$ cat config.mk
export PLATFORM = sky130hd
export DESIGN_NAME = ssl_core
export DESIGN_NICKNAME = d
export VERILOG_FILES = /design/src/shared/ssl_pkg.sv /design/src/core/ssl_core.sv /design/src/core/ssl_sync.sv /design/src/core/ssl_timer.sv
export SDC_FILE = /design/constraint.sdc
export NUM_CORES = 1
export LEC_CHECK = 0
export BUFFER_PORTS_ARGS = -buffer_cell sky130_fd_sc_hd__buf_2
export CORE_MARGIN = 4
export CORE_UTILIZATION = 50
export CTS_BUF_LIST = sky130_fd_sc_hd__clkbuf_4 sky130_fd_sc_hd__clkbuf_8
export CTS_CLUSTER_SIZE = 10
export DETAILED_ROUTE_END_ITERATION = 6
export PLACE_DENSITY_LB_ADDON = 0.3
export SYNTH_ARGS = -nofsm -noshare
export SYNTH_HDL_FRONTEND = slang
export SYNTH_HIERARCHICAL = 1
export SYNTH_SLANG_ARGS = --single-unit
$ cat constraint.sdc
create_clock -name clk_in -period 3.6 [get_ports clk_in]
set_input_delay 0.18 -clock clk_in [delete_from_list [all_inputs] [get_ports clk_in]]
set_output_delay 0.18 -clock clk_in [all_outputs]
set_load 0.05 [all_outputs]
$ cat src/shared/ssl_pkg.sv
package ssl_pkg;
	localparam int unsigned APB_AW = 8;
	localparam logic [7:0] CTRL_OFS = 8'h00;
	localparam logic [7:0] STATUS_OFS = 8'h04;
	localparam int unsigned CTRL_SLEEP_BIT = 0;
	localparam int unsigned CTRL_SLE_BIT = 1;
	localparam int unsigned CTRL_CLE_BIT = 2;
	localparam logic CTRL_SLEEP_RST = 1'b0;
	localparam logic CTRL_SLE_RST = 1'b0;
	localparam logic CTRL_CLE_RST = 1'b0;
	localparam int unsigned STAT_STATE_LSB = 0;
	localparam int unsigned STAT_LOCK_BIT = 8;
	localparam int unsigned STAT_CCRDY_BIT = 9;
	localparam int unsigned STAT_MCU_BIT = 10;
	localparam int unsigned STAT_STRAP_LSB = 11;
	localparam int unsigned CLK_FREQ_MHZ = 50;
	localparam int unsigned SLEEP_TIMEOUT_US = 8000;
	localparam int unsigned SLEEP_TIMEOUT_CYC = SLEEP_TIMEOUT_US * CLK_FREQ_MHZ;
	// synchronised pin vector positions
	localparam int unsigned IN_PD = 0;
	localparam int unsigned IN_SIDE_SEL = 1;
	localparam int unsigned IN_AUTOSTART = 2;
	localparam int unsigned IN_REMOTE_SLEEP = 3;
	localparam int unsigned IN_PCLK_OK = 4;
	localparam int unsigned IN_OSC_OK = 5;
	localparam int unsigned IN_ACT = 6;
	localparam int unsigned IN_VLOCK = 7;
	localparam int unsigned IN_CLOCK = 8;
	localparam int unsigned IN_WSIG = 9;
	localparam int unsigned IN_WFRAME = 10;
	localparam int unsigned SYNC_W = 11;
	typedef enum logic [6:0] {
		ST_OFF = 7'h01,
		ST_STANDBY = 7'h02,
		ST_SLEEP = 7'h04,
		ST_SLEEP_PEND = 7'h08,
		ST_WAKE_WAIT = 7'h10,
		ST_CFG = 7'h20,
		ST_VIDEO = 7'h40
	} ssl_state_e;
endpackage

$ cat src/core/ssl_core.sv
`timescale 1ns/100ps
module ssl_core #(
	parameter bit IS_DESER = 1'b0,
	parameter int unsigned SLEEP_TIMEOUT_CYCLES = ssl_pkg::SLEEP_TIMEOUT_CYC
) (
	// clock and reset
	input wire logic clk_in,
	input wire logic arst_n_in,
	// apb slave
	input wire logic psel_in,
	input wire logic penable_in,
	input wire logic pwrite_in,
	input wire logic [ssl_pkg::APB_AW-1:0] paddr_in,
	input wire logic [31:0] pwdata_in,
	output logic [31:0] prdata_out,
	output logic pready_out,
	output logic pslverr_out,
	// straps and powerdown pin
	input wire logic powerdown_n_in,
	input wire logic control_side_select_in,
	input wire logic autostart_strap_n_in,
	input wire logic remote_sleep_start_strap_in,
	// link status from the phy
	input wire logic pixel_clock_locked_in,
	input wire logic osc_locked_in,
	input wire logic link_activity_in,
	input wire logic video_lock_in,
	input wire logic config_lock_in,
	input wire logic wake_signal_in,
	input wire logic wake_frame_in,
	// link control
	output logic tx_enable_out,
	output logic osc_clock_select_out,
	output logic parallel_out_enable_out,
	output logic lock_out,
	output logic wake_signal_out,
	output logic ctrl_channel_ready_out,
	output logic low_power_out
);
	import ssl_pkg::*;

	ssl_state_e state_reg;
	ssl_state_e state_next;
	logic sleep_bit_reg;
	logic sleep_bit_next;
	logic sle_reg;
	logic sle_next;
	logic cle_reg;
	logic cle_next;
	logic [2:0] strap_reg;
	logic wframe_d_reg;
	logic tx_d_reg;
	logic wake_out_reg;
	logic [31:0] prdata_reg;

	wire logic [SYNC_W-1:0] raw_pins;
	wire logic [SYNC_W-1:0] pins_s;
	wire logic pd_n_s;
	wire logic side_sel_s;
	wire logic autostart_n_s;
	wire logic remote_sleep_s;
	wire logic pclk_ok_s;
	wire logic osc_ok_s;
	wire logic act_s;
	wire logic vlock_s;
	wire logic clock_s;
	wire logic wsig_s;
	wire logic wframe_s;

	generate
		if (SLEEP_TIMEOUT_CYCLES < 2) begin : g_chk
			$error("ssl_core: SLEEP_TIMEOUT_CYCLES must be at least 2");
		end
	endgenerate

	assign raw_pins = {
		wake_frame_in,
		wake_signal_in,
		config_lock_in,
		video_lock_in,
		link_activity_in,
		osc_locked_in,
		pixel_clock_locked_in,
		remote_sleep_start_strap_in,
		autostart_strap_n_in,
		control_side_select_in,
		powerdown_n_in
	};

	ssl_sync #(
		.WIDTH(SYNC_W)
	) u_sync (
		.clk_in(clk_in),
		.arst_n_in(arst_n_in),
		.async_in(raw_pins),
		.sync_out(pins_s)
	);

	assign pd_n_s = pins_s[IN_PD];
	assign side_sel_s = pins_s[IN_SIDE_SEL];
	assign autostart_n_s = pins_s[IN_AUTOSTART];
	assign remote_sleep_s = pins_s[IN_REMOTE_SLEEP];
	assign pclk_ok_s = pins_s[IN_PCLK_OK];
	assign osc_ok_s = pins_s[IN_OSC_OK];
	assign act_s = pins_s[IN_ACT];
	assign vlock_s = pins_s[IN_VLOCK];
	assign clock_s = pins_s[IN_CLOCK];
	assign wsig_s = pins_s[IN_WSIG];
	assign wframe_s = pins_s[IN_WFRAME];

	// startup case from the straps as they stand at release
	wire logic release_now;
	wire ssl_state_e startup_state;
	wire logic startup_sleep;
	assign release_now = (state_reg == ST_OFF) && pd_n_s;
	assign startup_state = IS_DESER ?
		((!side_sel_s && remote_sleep_s) ? ST_SLEEP : ST_STANDBY) :
		(!autostart_n_s ? ST_VIDEO : (side_sel_s ? ST_SLEEP : ST_STANDBY));
	assign startup_sleep = (startup_state == ST_SLEEP);

	// held strap copy selects the controller side
	wire logic mcu_side;
	wire logic go_sleep;
	wire logic lock_any;
	wire logic wframe_rise;
	wire ssl_state_e resume_state;
	assign mcu_side = IS_DESER ? strap_reg[0] : !strap_reg[0];
	assign go_sleep = sleep_bit_reg && !mcu_side;
	assign lock_any = vlock_s || clock_s;
	assign wframe_rise = wframe_s && !wframe_d_reg;
	assign resume_state = sle_reg ? ST_VIDEO : (cle_reg ? ST_CFG : ST_STANDBY);

	// sleep timeout shared by pending sleep and wake wait
	wire logic tmr_start;
	wire logic tmr_run;
	wire logic tmr_expired;
	assign tmr_start = (state_next != state_reg) &&
		((state_next == ST_SLEEP_PEND) || (state_next == ST_WAKE_WAIT));
	assign tmr_run = (state_reg == ST_SLEEP_PEND) || (state_reg == ST_WAKE_WAIT);

	ssl_timer #(
		.CYCLES(SLEEP_TIMEOUT_CYCLES)
	) u_timer (
		.clk_in(clk_in),
		.arst_n_in(arst_n_in),
		.start_in(tmr_start),
		.run_in(tmr_run),
		.expired_out(tmr_expired)
	);

	// apb decode
	wire logic hit_ctrl;
	wire logic hit_status;
	wire logic acc_phase;
	wire logic wr_ctrl;
	wire logic rd_setup;
	wire logic [31:0] ctrl_word;
	wire logic [31:0] status_word;
	wire logic [31:0] rd_value;
	assign hit_ctrl = (paddr_in == CTRL_OFS);
	assign hit_status = (paddr_in == STATUS_OFS);
	assign acc_phase = psel_in && penable_in;
	assign wr_ctrl = acc_phase && pwrite_in && hit_ctrl;
	assign rd_setup = psel_in && !penable_in && !pwrite_in;
	assign ctrl_word = {29'h0000_0000, cle_reg, sle_reg, sleep_bit_reg};
	assign status_word = {18'h0_0000, strap_reg, mcu_side, ctrl_channel_ready_out,
		lock_out, 1'b0, state_reg};
	assign rd_value = hit_ctrl ? ctrl_word : (hit_status ? status_word : 32'h0000_0000);
	assign pready_out = 1'b1;
	assign pslverr_out = acc_phase && !hit_ctrl && !hit_status;
	assign prdata_out = prdata_reg;

	always_comb begin
		state_next = state_reg;
		if (!pd_n_s) begin
			state_next = ST_OFF;
		end else begin
			case (state_reg)
				ST_OFF: begin
					state_next = startup_state;
				end
				ST_STANDBY: begin
					if (go_sleep) begin
						state_next = IS_DESER ? ST_SLEEP_PEND : ST_SLEEP;
					end else if (!IS_DESER && sle_reg) begin
						state_next = ST_VIDEO;
					end else if (!IS_DESER && cle_reg) begin
						state_next = ST_CFG;
					end
				end
				ST_CFG: begin
					if (go_sleep) begin
						state_next = ST_SLEEP;
					end else if (sle_reg) begin
						state_next = ST_VIDEO;
					end else if (!cle_reg) begin
						state_next = ST_STANDBY;
					end
				end
				ST_VIDEO: begin
					if (go_sleep) begin
						state_next = ST_SLEEP;
					end else if (!sle_reg) begin
						state_next = cle_reg ? ST_CFG : ST_STANDBY;
					end
				end
				ST_SLEEP_PEND: begin
					if (!sleep_bit_reg) begin
						state_next = ST_STANDBY;
					end else if (!act_s || tmr_expired) begin
						state_next = ST_SLEEP;
					end
				end
				ST_SLEEP: begin
					if (!sleep_bit_reg) begin
						state_next = IS_DESER ? ST_STANDBY : resume_state;
					end else if (IS_DESER ? wsig_s : wframe_rise) begin
						state_next = ST_WAKE_WAIT;
					end
				end
				ST_WAKE_WAIT: begin
					if (IS_DESER && lock_any) begin
						state_next = ST_STANDBY;
					end else if (!IS_DESER && !sleep_bit_reg) begin
						state_next = resume_state;
					end else if (tmr_expired) begin
						state_next = ST_SLEEP;
					end
				end
				default: begin
					state_next = ST_OFF;
				end
			endcase
		end
	end

	always_comb begin
		sleep_bit_next = sleep_bit_reg;
		if (release_now) begin
			sleep_bit_next = startup_sleep;
		end else if (mcu_side) begin
			sleep_bit_next = 1'b0;
		end else if (wr_ctrl) begin
			sleep_bit_next = pwdata_in[CTRL_SLEEP_BIT];
		end else if (IS_DESER && (state_reg == ST_WAKE_WAIT) && lock_any) begin
			sleep_bit_next = 1'b0;
		end
	end

	always_comb begin
		sle_next = sle_reg;
		cle_next = cle_reg;
		if (release_now) begin
			sle_next = !IS_DESER && !autostart_n_s;
			cle_next = CTRL_CLE_RST;
		end else if (wr_ctrl) begin
			sle_next = pwdata_in[CTRL_SLE_BIT];
			cle_next = pwdata_in[CTRL_CLE_BIT];
		end
	end

	always_ff @(posedge clk_in or negedge arst_n_in) begin
		if (!arst_n_in) begin
			state_reg <= ST_OFF;
			sleep_bit_reg <= CTRL_SLEEP_RST;
			sle_reg <= CTRL_SLE_RST;
			cle_reg <= CTRL_CLE_RST;
		end else begin
			state_reg <= state_next;
			sleep_bit_reg <= sleep_bit_next;
			sle_reg <= sle_next;
			cle_reg <= cle_next;
		end
	end

	// straps held from release to the next powerdown release
	always_ff @(posedge clk_in or negedge arst_n_in) begin
		if (!arst_n_in) begin
			strap_reg <= 3'h0;
		end else if (release_now) begin
			strap_reg <= {remote_sleep_s, autostart_n_s, side_sel_s};
		end
	end

	always_ff @(posedge clk_in or negedge arst_n_in) begin
		if (!arst_n_in) begin
			wframe_d_reg <= 1'b0;
			tx_d_reg <= 1'b0;
			wake_out_reg <= 1'b0;
			prdata_reg <= 32'h0000_0000;
		end else begin
			wframe_d_reg <= wframe_s;
			tx_d_reg <= tx_enable_out;
			wake_out_reg <= tx_enable_out && !tx_d_reg;
			if (rd_setup) begin
				prdata_reg <= rd_value;
			end
		end
	end

	// link control outputs
	wire logic clk_ok;
	wire logic awake;
	wire logic video_up;
	assign osc_clock_select_out = !IS_DESER && (state_reg == ST_CFG);
	assign clk_ok = osc_clock_select_out ? osc_ok_s : pclk_ok_s;
	assign tx_enable_out = !IS_DESER && clk_ok &&
		((state_reg == ST_VIDEO) || (state_reg == ST_CFG));
	assign awake = (state_reg == ST_STANDBY) || (state_reg == ST_CFG) ||
		(state_reg == ST_VIDEO) || (state_reg == ST_SLEEP_PEND);
	assign video_up = vlock_s &&
		(IS_DESER ? ((state_reg == ST_STANDBY) || (state_reg == ST_SLEEP_PEND)) :
		(state_reg == ST_VIDEO));
	assign lock_out = video_up;
	assign parallel_out_enable_out = IS_DESER && video_up;
	assign ctrl_channel_ready_out = awake && lock_any;
	assign wake_signal_out = wake_out_reg;
	assign low_power_out = (state_reg == ST_SLEEP) || (state_reg == ST_OFF);
endmodule

$ cat src/core/ssl_sync.sv
`timescale 1ns/100ps
module ssl_sync #(
	parameter int unsigned WIDTH = 1
) (
	// clock and reset
	input wire logic clk_in,
	input wire logic arst_n_in,
	// pins
	input wire logic [WIDTH-1:0] async_in,
	output logic [WIDTH-1:0] sync_out
);
	logic [WIDTH-1:0] stage1_reg;
	logic [WIDTH-1:0] stage2_reg;

	generate
		if (WIDTH < 1) begin : g_chk
			$error("ssl_sync: WIDTH must be at least 1");
		end
	endgenerate

	always_ff @(posedge clk_in or negedge arst_n_in) begin
		if (!arst_n_in) begin
			stage1_reg <= '0;
			stage2_reg <= '0;
		end else begin
			stage1_reg <= async_in;
			stage2_reg <= stage1_reg;
		end
	end

	assign sync_out = stage2_reg;
endmodule

$ cat src/core/ssl_timer.sv
`timescale 1ns/100ps
module ssl_timer #(
	parameter int unsigned CYCLES = 8
) (
	// clock and reset
	input wire logic clk_in,
	input wire logic arst_n_in,
	// control
	input wire logic start_in,
	input wire logic run_in,
	output logic expired_out
);
	localparam int unsigned CW = $clog2(CYCLES + 1);
	localparam logic [CW-1:0] LOAD = CW'(CYCLES - 1);
	logic [CW-1:0] count_reg;
	logic armed_reg;

	generate
		if (CYCLES < 2) begin : g_chk
			$error("ssl_timer: CYCLES must be at least 2");
		end
	endgenerate

	always_ff @(posedge clk_in or negedge arst_n_in) begin
		if (!arst_n_in) begin
			count_reg <= '0;
			armed_reg <= 1'b0;
		end else if (start_in) begin
			count_reg <= LOAD;
			armed_reg <= 1'b1;
		end else if (run_in && armed_reg) begin
			if (count_reg == '0) begin
				armed_reg <= 1'b0;
			end else begin
				count_reg <= count_reg - 1'b1;
			end
		end
	end

	assign expired_out = run_in && armed_reg && (count_reg == '0);
endmodule

==> flow_metrics.env, run 1 <==
export IMPL_outcome="complete, no violations"
export IMPL_clk_path_buf_depth=2
export IMPL_grtUsageTotal_pct=17.7
export IMPL_min_delay_path_class="input port to async pin"
export IMPL_start_kind="flop"
export IMPL_rows=29
export IMPL_vdd_drop_max_v=0.000345
export IMPL_post_cts_resized=0
export IMPL_met3_length_um=345
export IMPL_wl_um=6380
export IMPL_setup_viol=0
export IMPL_largest_reg_flops=19
export IMPL_dieArea_sq_mm=0.00799
export IMPL_synth_area_sq_mm=0.00331
export IMPL_grt_ovfl_total=0
export IMPL_viasPerCell=5.43
export IMPL_grt_max_degree=52
export IMPL_fmax_mhz=325
export IMPL_gp_congestion=0.892
export IMPL_slew_headroom_pct=26.9
export IMPL_clock_latency_ps=350
export IMPL_hold_viol=0
export IMPL_setup_ws_ps=527
export IMPL_antenna_found_initial=0
export IMPL_powerDensity_mw_per_mm2=497
export IMPL_r2r_start="state_reg[1]"
export IMPL_dr_pass1_iters=4
export IMPL_vias=2418
export IMPL_syn_avg_cell_area_sq_um=10.8
export IMPL_rsz0062_at_grt="false"
export IMPL_cts_sinks=69
export IMPL_die_w_um=89.4
export IMPL_grt_pass1_wl_um=10700
export IMPL_critical_path_class="flop to flop"
export IMPL_crit_required_ps=3820
export IMPL_tns_ps=0
export IMPL_antenna_left=0
export IMPL_r2r_cells=10
export IMPL_nFillCells=559
export IMPL_finalCritPeriodShare_pct=85.3
export IMPL_r2r_setup_slack_ps=530
export IMPL_r2r_end="state_reg[6]"
export IMPL_core_area_sq_mm=0.00639
export IMPL_ios=97
export IMPL_cts_tree="done"
export IMPL_area_delta_synth_final_pct=16.1
export IMPL_cp_max_fo=10
export IMPL_critPathCaptureType="flop"
export IMPL_wire_per_inst_um=14.3
export IMPL_p_leak_nw=1.90
export IMPL_tightest_slew_ps=1100
export IMPL_place_ws_ps=614
export IMPL_crit_arrival_ps=3290
export IMPL_start_util_pct=51.9
export IMPL_dieHeight_um=89.4
export IMPL_wl_met1_um=2770
export IMPL_dp_hpwl_um=4390
export IMPL_cts_buffers=9
export IMPL_cts_clk_slew_worst_paths_ps=70
export IMPL_period_minus_slack_ps=3070
export IMPL_fin_worst_skew_ps=9.47
export IMPL_max_cap_violations=0
export IMPL_portBuffers=45
export IMPL_drc=0
export IMPL_route_met2_wl_um=3170
export IMPL_drt_iter0_markers=125
export IMPL_antenna_cells=0
export IMPL_ys_warn_count=6
export IMPL_grt_pass1_vias=2284
export IMPL_root_buffer="clkbuf_8"
export IMPL_nets=420
export IMPL_drive_gt1_share_pct=23.1
export IMPL_htree_levels=3
export IMPL_synthCells=306
export IMPL_maxSlewViolCount=0
export IMPL_top_layer_used="met4"
-- critical path: stages (launching register included) --
cell and delay, ps:
dfrtp_1 500, nor3_1 340, nand4b_1 290, nand2_1 180, nand2_1 140, or4b_1 710, nor2_1 270, nand3b_1 150
a21oi_1 70, nor3_1 190, a21oi_1 100
-- area by class of cell --
type,count,area (sq um),share of cell area (%)
Timing Repair Buffer,57,340,8.85
Clock inverter,4,73.8,1.92
Tap cell,77,96.3,2.50
Sequential cell,69,1730,44.9
Multi-Input combinational cell,219,1440,37.3
Inverter,7,26.3,0.683
Clock buffer,12,146,3.81
-- placed cells by master, fill, tap and decap left out, types with 10 or more instances in the layout --
master         count
dfrtp_1           68
buf_2             45
nor2_1            22
conb_1            21
nand2_1           20
a21oi_1           13
o21ai_0           12
dlygate4sd3_1     10
-- power by group --
group / switching (W) / total [W] / internal [W]
Combinational: 0.000221 / 0.000324 / 0.000104
Sequential: 0.0000619 / 0.000889 / 0.000827
Clock: 0.000283 / 0.000697 / 0.000413
Total: 0.000566 / 0.00191 / 0.00134
-- how the worst max path moves through the flow --
stage | start | end | cells after the start
2_1_floorplan | state_reg[2] | state_reg[2] | 11
3_3_place_gp | state_reg[6] | state_reg[6] | 10
3_5_place_dp | state_reg[1] | state_reg[6] | 10
4_1_cts | state_reg[1] | state_reg[6] | 10
5_1_grt | state_reg[6] | state_reg[2] | 9
6_report | state_reg[1] | state_reg[6] | 10
-- metal layers --
layer / vias up / track usage (%)
met5: - / 0
met4: 0 / 5.68
met3: 11 / 5.62
met2: 49 / 29.5
met1: 1180 / 21.8
li1: 1178 / -
-- metrics by stage --
| stage | power (W) | cell area (sq um) | hold slack (ps) | std cells | util [%] |
|---|---|---|---|---|---|
| 2_1_floorplan | 0.00115 | 3380 | -116 | 325 | - |
| 3_3_place_gp | 0.00121 | 3530 | 289 | 419 | 55.2 |
| 3_5_place_dp | 0.00122 | 3530 | 290 | 419 | 55.2 |
| 4_1_cts | 0.00193 | 3850 | 56.9 | 445 | 60.2 |
| 5_1_grt | 0.00201 | 3850 | 105 | 445 | 60.2 |
| 6_report | 0.00191 | 3850 | 35.9 | 445 | 60.2 |
-- what timing repair did --
item                                   CTS  global route
hold buffers                            10             0
setup buffers                            0             0
endpoints found under the hold margin   10             0
setup endpoints to repair                0             0
Note: power is estimated with default switching activity, not from simulation.
==> inputs of run 2 (changes only) <==
--- a/config.mk
+++ b/config.mk
@@ -7,11 +7,12 @@
 export LEC_CHECK = 0
 export BUFFER_PORTS_ARGS = -buffer_cell sky130_fd_sc_hd__buf_2
 export CORE_MARGIN = 4
-export CORE_UTILIZATION = 50
+export CORE_UTILIZATION = 54
 export CTS_BUF_LIST = sky130_fd_sc_hd__clkbuf_4 sky130_fd_sc_hd__clkbuf_8
 export CTS_CLUSTER_SIZE = 10
 export DETAILED_ROUTE_END_ITERATION = 6
 export PLACE_DENSITY_LB_ADDON = 0.3
+export SETUP_SLACK_MARGIN = 0.5
 export SYNTH_ARGS = -nofsm -noshare
 export SYNTH_HDL_FRONTEND = slang
 export SYNTH_HIERARCHICAL = 1
==> flow_metrics.env, run 2 (synthesized netlist as in run 1, its figures left out) <==
export IMPL_core_area_sq_mm=0.00592
export IMPL_drt_iter0_markers=196
export IMPL_r2r_cells=10
export IMPL_cts_tree="done"
export IMPL_area_delta_synth_final_pct=18.8
export IMPL_grt_pass1_wl_um=11000
export IMPL_critical_path_max_stage_delay_ps=640
export IMPL_wire_per_inst_um=14.8
export IMPL_start_util_pct=56.0
export IMPL_power_switching_w=0.000574
export IMPL_p_sw_share_pct=27.1
export IMPL_antenna_found_initial=0
export IMPL_critical_path_class="flop to flop"
export IMPL_post_cts_setup_buffers=0
export IMPL_rows=28
export IMPL_fin_worst_skew_ps=12.6
export IMPL_p_leak_nw=1.93
export IMPL_tightest_slew_ps=577
export IMPL_combPwrFrac_pct=15.4
export IMPL_internal_power_w=0.00154
export IMPL_critPathCaptureType="flop"
export IMPL_dieHeight_um=86.3
export IMPL_drive_gt1_share_pct=24.1
export IMPL_largest_reg_flops=19
export IMPL_critPathBufInv=0
export IMPL_nets=421
export IMPL_antenna_left=0
export IMPL_slew_headroom_pct=61.5
export IMPL_die_w_um=86.3
export IMPL_htree_levels=3
export IMPL_fmax_mhz=355
export IMPL_worst_hold_path_endpoint="cle_reg"
export IMPL_cts_clk_slew_worst_paths_ps=70
export IMPL_r2r_end="state_reg[2]"
export IMPL_wl_um=6550
export IMPL_power_frac_clock_pct=42.5
export IMPL_clock_latency_ps=350
export IMPL_root_buffer="clkbuf_8"
export IMPL_cp_common_cell="nand2_1"
export IMPL_min_delay_path_class="input port to flop"
export IMPL_crit_required_ps=3850
export IMPL_vdd_drop_max_v=0.000273
export IMPL_gp_congestion=0.831
export IMPL_min_path_cells=3
export IMPL_drc=0
export IMPL_clk_path_buf_depth=2
export IMPL_final_common_cell="dfrtp_1"
export IMPL_fin_hold_ws_ps=118
export IMPL_finalCoreUtilization_pct=66.5
export IMPL_r2r_start="state_reg[4]"
export IMPL_cp_top_family="simple AND/OR/NAND/NOR gates"
export IMPL_nFillCells=476
export IMPL_hold_viol=0
export IMPL_r2r_setup_slack_ps=780
export IMPL_cp_max_fo=7
export IMPL_dp_hpwl_um=4480
export IMPL_tns_ps=0
export IMPL_path_cells="nor3_2 > nand4b_1 > nand2_1 > nand2_1 > or4b_4 > nor2_2 > nor2_1 > a21oi_1 > o21ai_0 > a31oi_1"
export IMPL_grt_pass1_vias=2321
export IMPL_start_kind="flop"
export IMPL_min_from="pwdata_in[2]"
export IMPL_maxSlewViolCount=0
export IMPL_cts_buffers=9
export IMPL_crit_slowest_cell="or4b_4"
export IMPL_power_frac_seq_pct=42.1
export IMPL_grt_ovfl_total=0
export IMPL_place_ws_ps=590
export IMPL_outcome="complete, no violations"
export IMPL_dr_pass1_iters=4
export IMPL_ios=97
export IMPL_period_minus_slack_ps=2820
export IMPL_viasPerCell=5.45
export IMPL_crit_arrival_ps=3070
export IMPL_setup_ws_ps=780
export IMPL_setup_viol=0
export IMPL_final_cell_mix="68 x dfrtp_1, 45 x buf_2, 21 x conb_1"
export IMPL_portBuffers=45
export IMPL_fin_area_sq_mm=0.00394
export IMPL_grt_max_degree=49
export IMPL_placed_area_sq_mm=0.00352
export IMPL_max_cap_violations=0
export IMPL_rsz0062_at_grt="false"
export IMPL_cts_sinks=69
export IMPL_antenna_cells=0
export IMPL_grtUsageTotal_pct=18.9
export IMPL_finalCritPeriodShare_pct=78.3
export IMPL_powerDensity_mw_per_mm2=537
export IMPL_vias=2419
export IMPL_dieArea_sq_mm=0.00745
run 2: changes by cell type in the layout (fill, tap and decap cells not counted):
cell,previous run,this run
nor2_1,22,20
or4b_4,1,2
clkbuf_4,3,1
or4b_1,1,0
dlygate4sd3_1,10,11
nor2_2,0,2
nor3_2,3,4
clkinv_2,1,0
nor3_1,9,8
bufinv_16,2,5
run 2: power by group through the flow:
| stage | logic (W) | registers [W] | clock network [W] |
|---|---|---|---|
| final | 0.000325 | 0.000891 | 0.000900 |
| after global routing | 0.000357 | 0.000899 | 0.000948 |
| after CTS | 0.000325 | 0.000888 | 0.000920 |
| after detailed placement | 0.000314 | 0.000903 | 0 |
| after global placement | 0.000309 | 0.000900 | 0 |
| after floorplan | 0.000273 | 0.000874 | 0 |
run 2: worst max path at each step:
stage               slack [ps]           end         start  cells past startpoint
floorplan                 1060  state_reg[2]  state_reg[2]                     11
finish                     780  state_reg[2]  state_reg[4]                     10
detailed placement         590  state_reg[6]  state_reg[1]                     10
global route               520  state_reg[2]  state_reg[1]                     10
global placement           670  state_reg[6]  state_reg[1]                     10
CTS                        560  state_reg[2]  state_reg[6]                     10
run 2: layout make-up:
type                            count  area, sq um  area share (%)
Sequential cell                    69         1730            43.9
Multi-Input combinational cell    219         1450            36.8
Timing Repair Buffer               58          350            8.90
Clock inverter                      6          159            4.04
Clock buffer                       10          131            3.34
Tap cell                           75         93.8            2.38
Inverter                            7         26.3           0.667
run 2: tightest hold or removal path: stages:
cell	delay (ps)
buf_2	80
mux2i_1	50
a21oi_1	110
run 2: metrics by stage:
step / instances / total power, W
after floorplan: 325 / 0.00115
after global placement: 417 / 0.00121
after detailed placement: 417 / 0.00122
after CTS: 444 / 0.00213
after global routing: 444 / 0.00220
final: 444 / 0.00212
run 2: routing by layer:
layer  vias to the layer above  GRT usage, %  share of wire (%)
li1                       1176             -                  -
met1                      1179          23.1                 42
met2                        55          31.4                 51
met3                         9          5.99                5.4
met4                         0          6.66                1.3
met5                         -             0                  0
run 2: repair_timing:
action,in CTS,in global routing
endpoints found under the hold margin,31,0
hold buffers,11,0
endpoints found under the setup margin,0,3
resized for setup,0,4
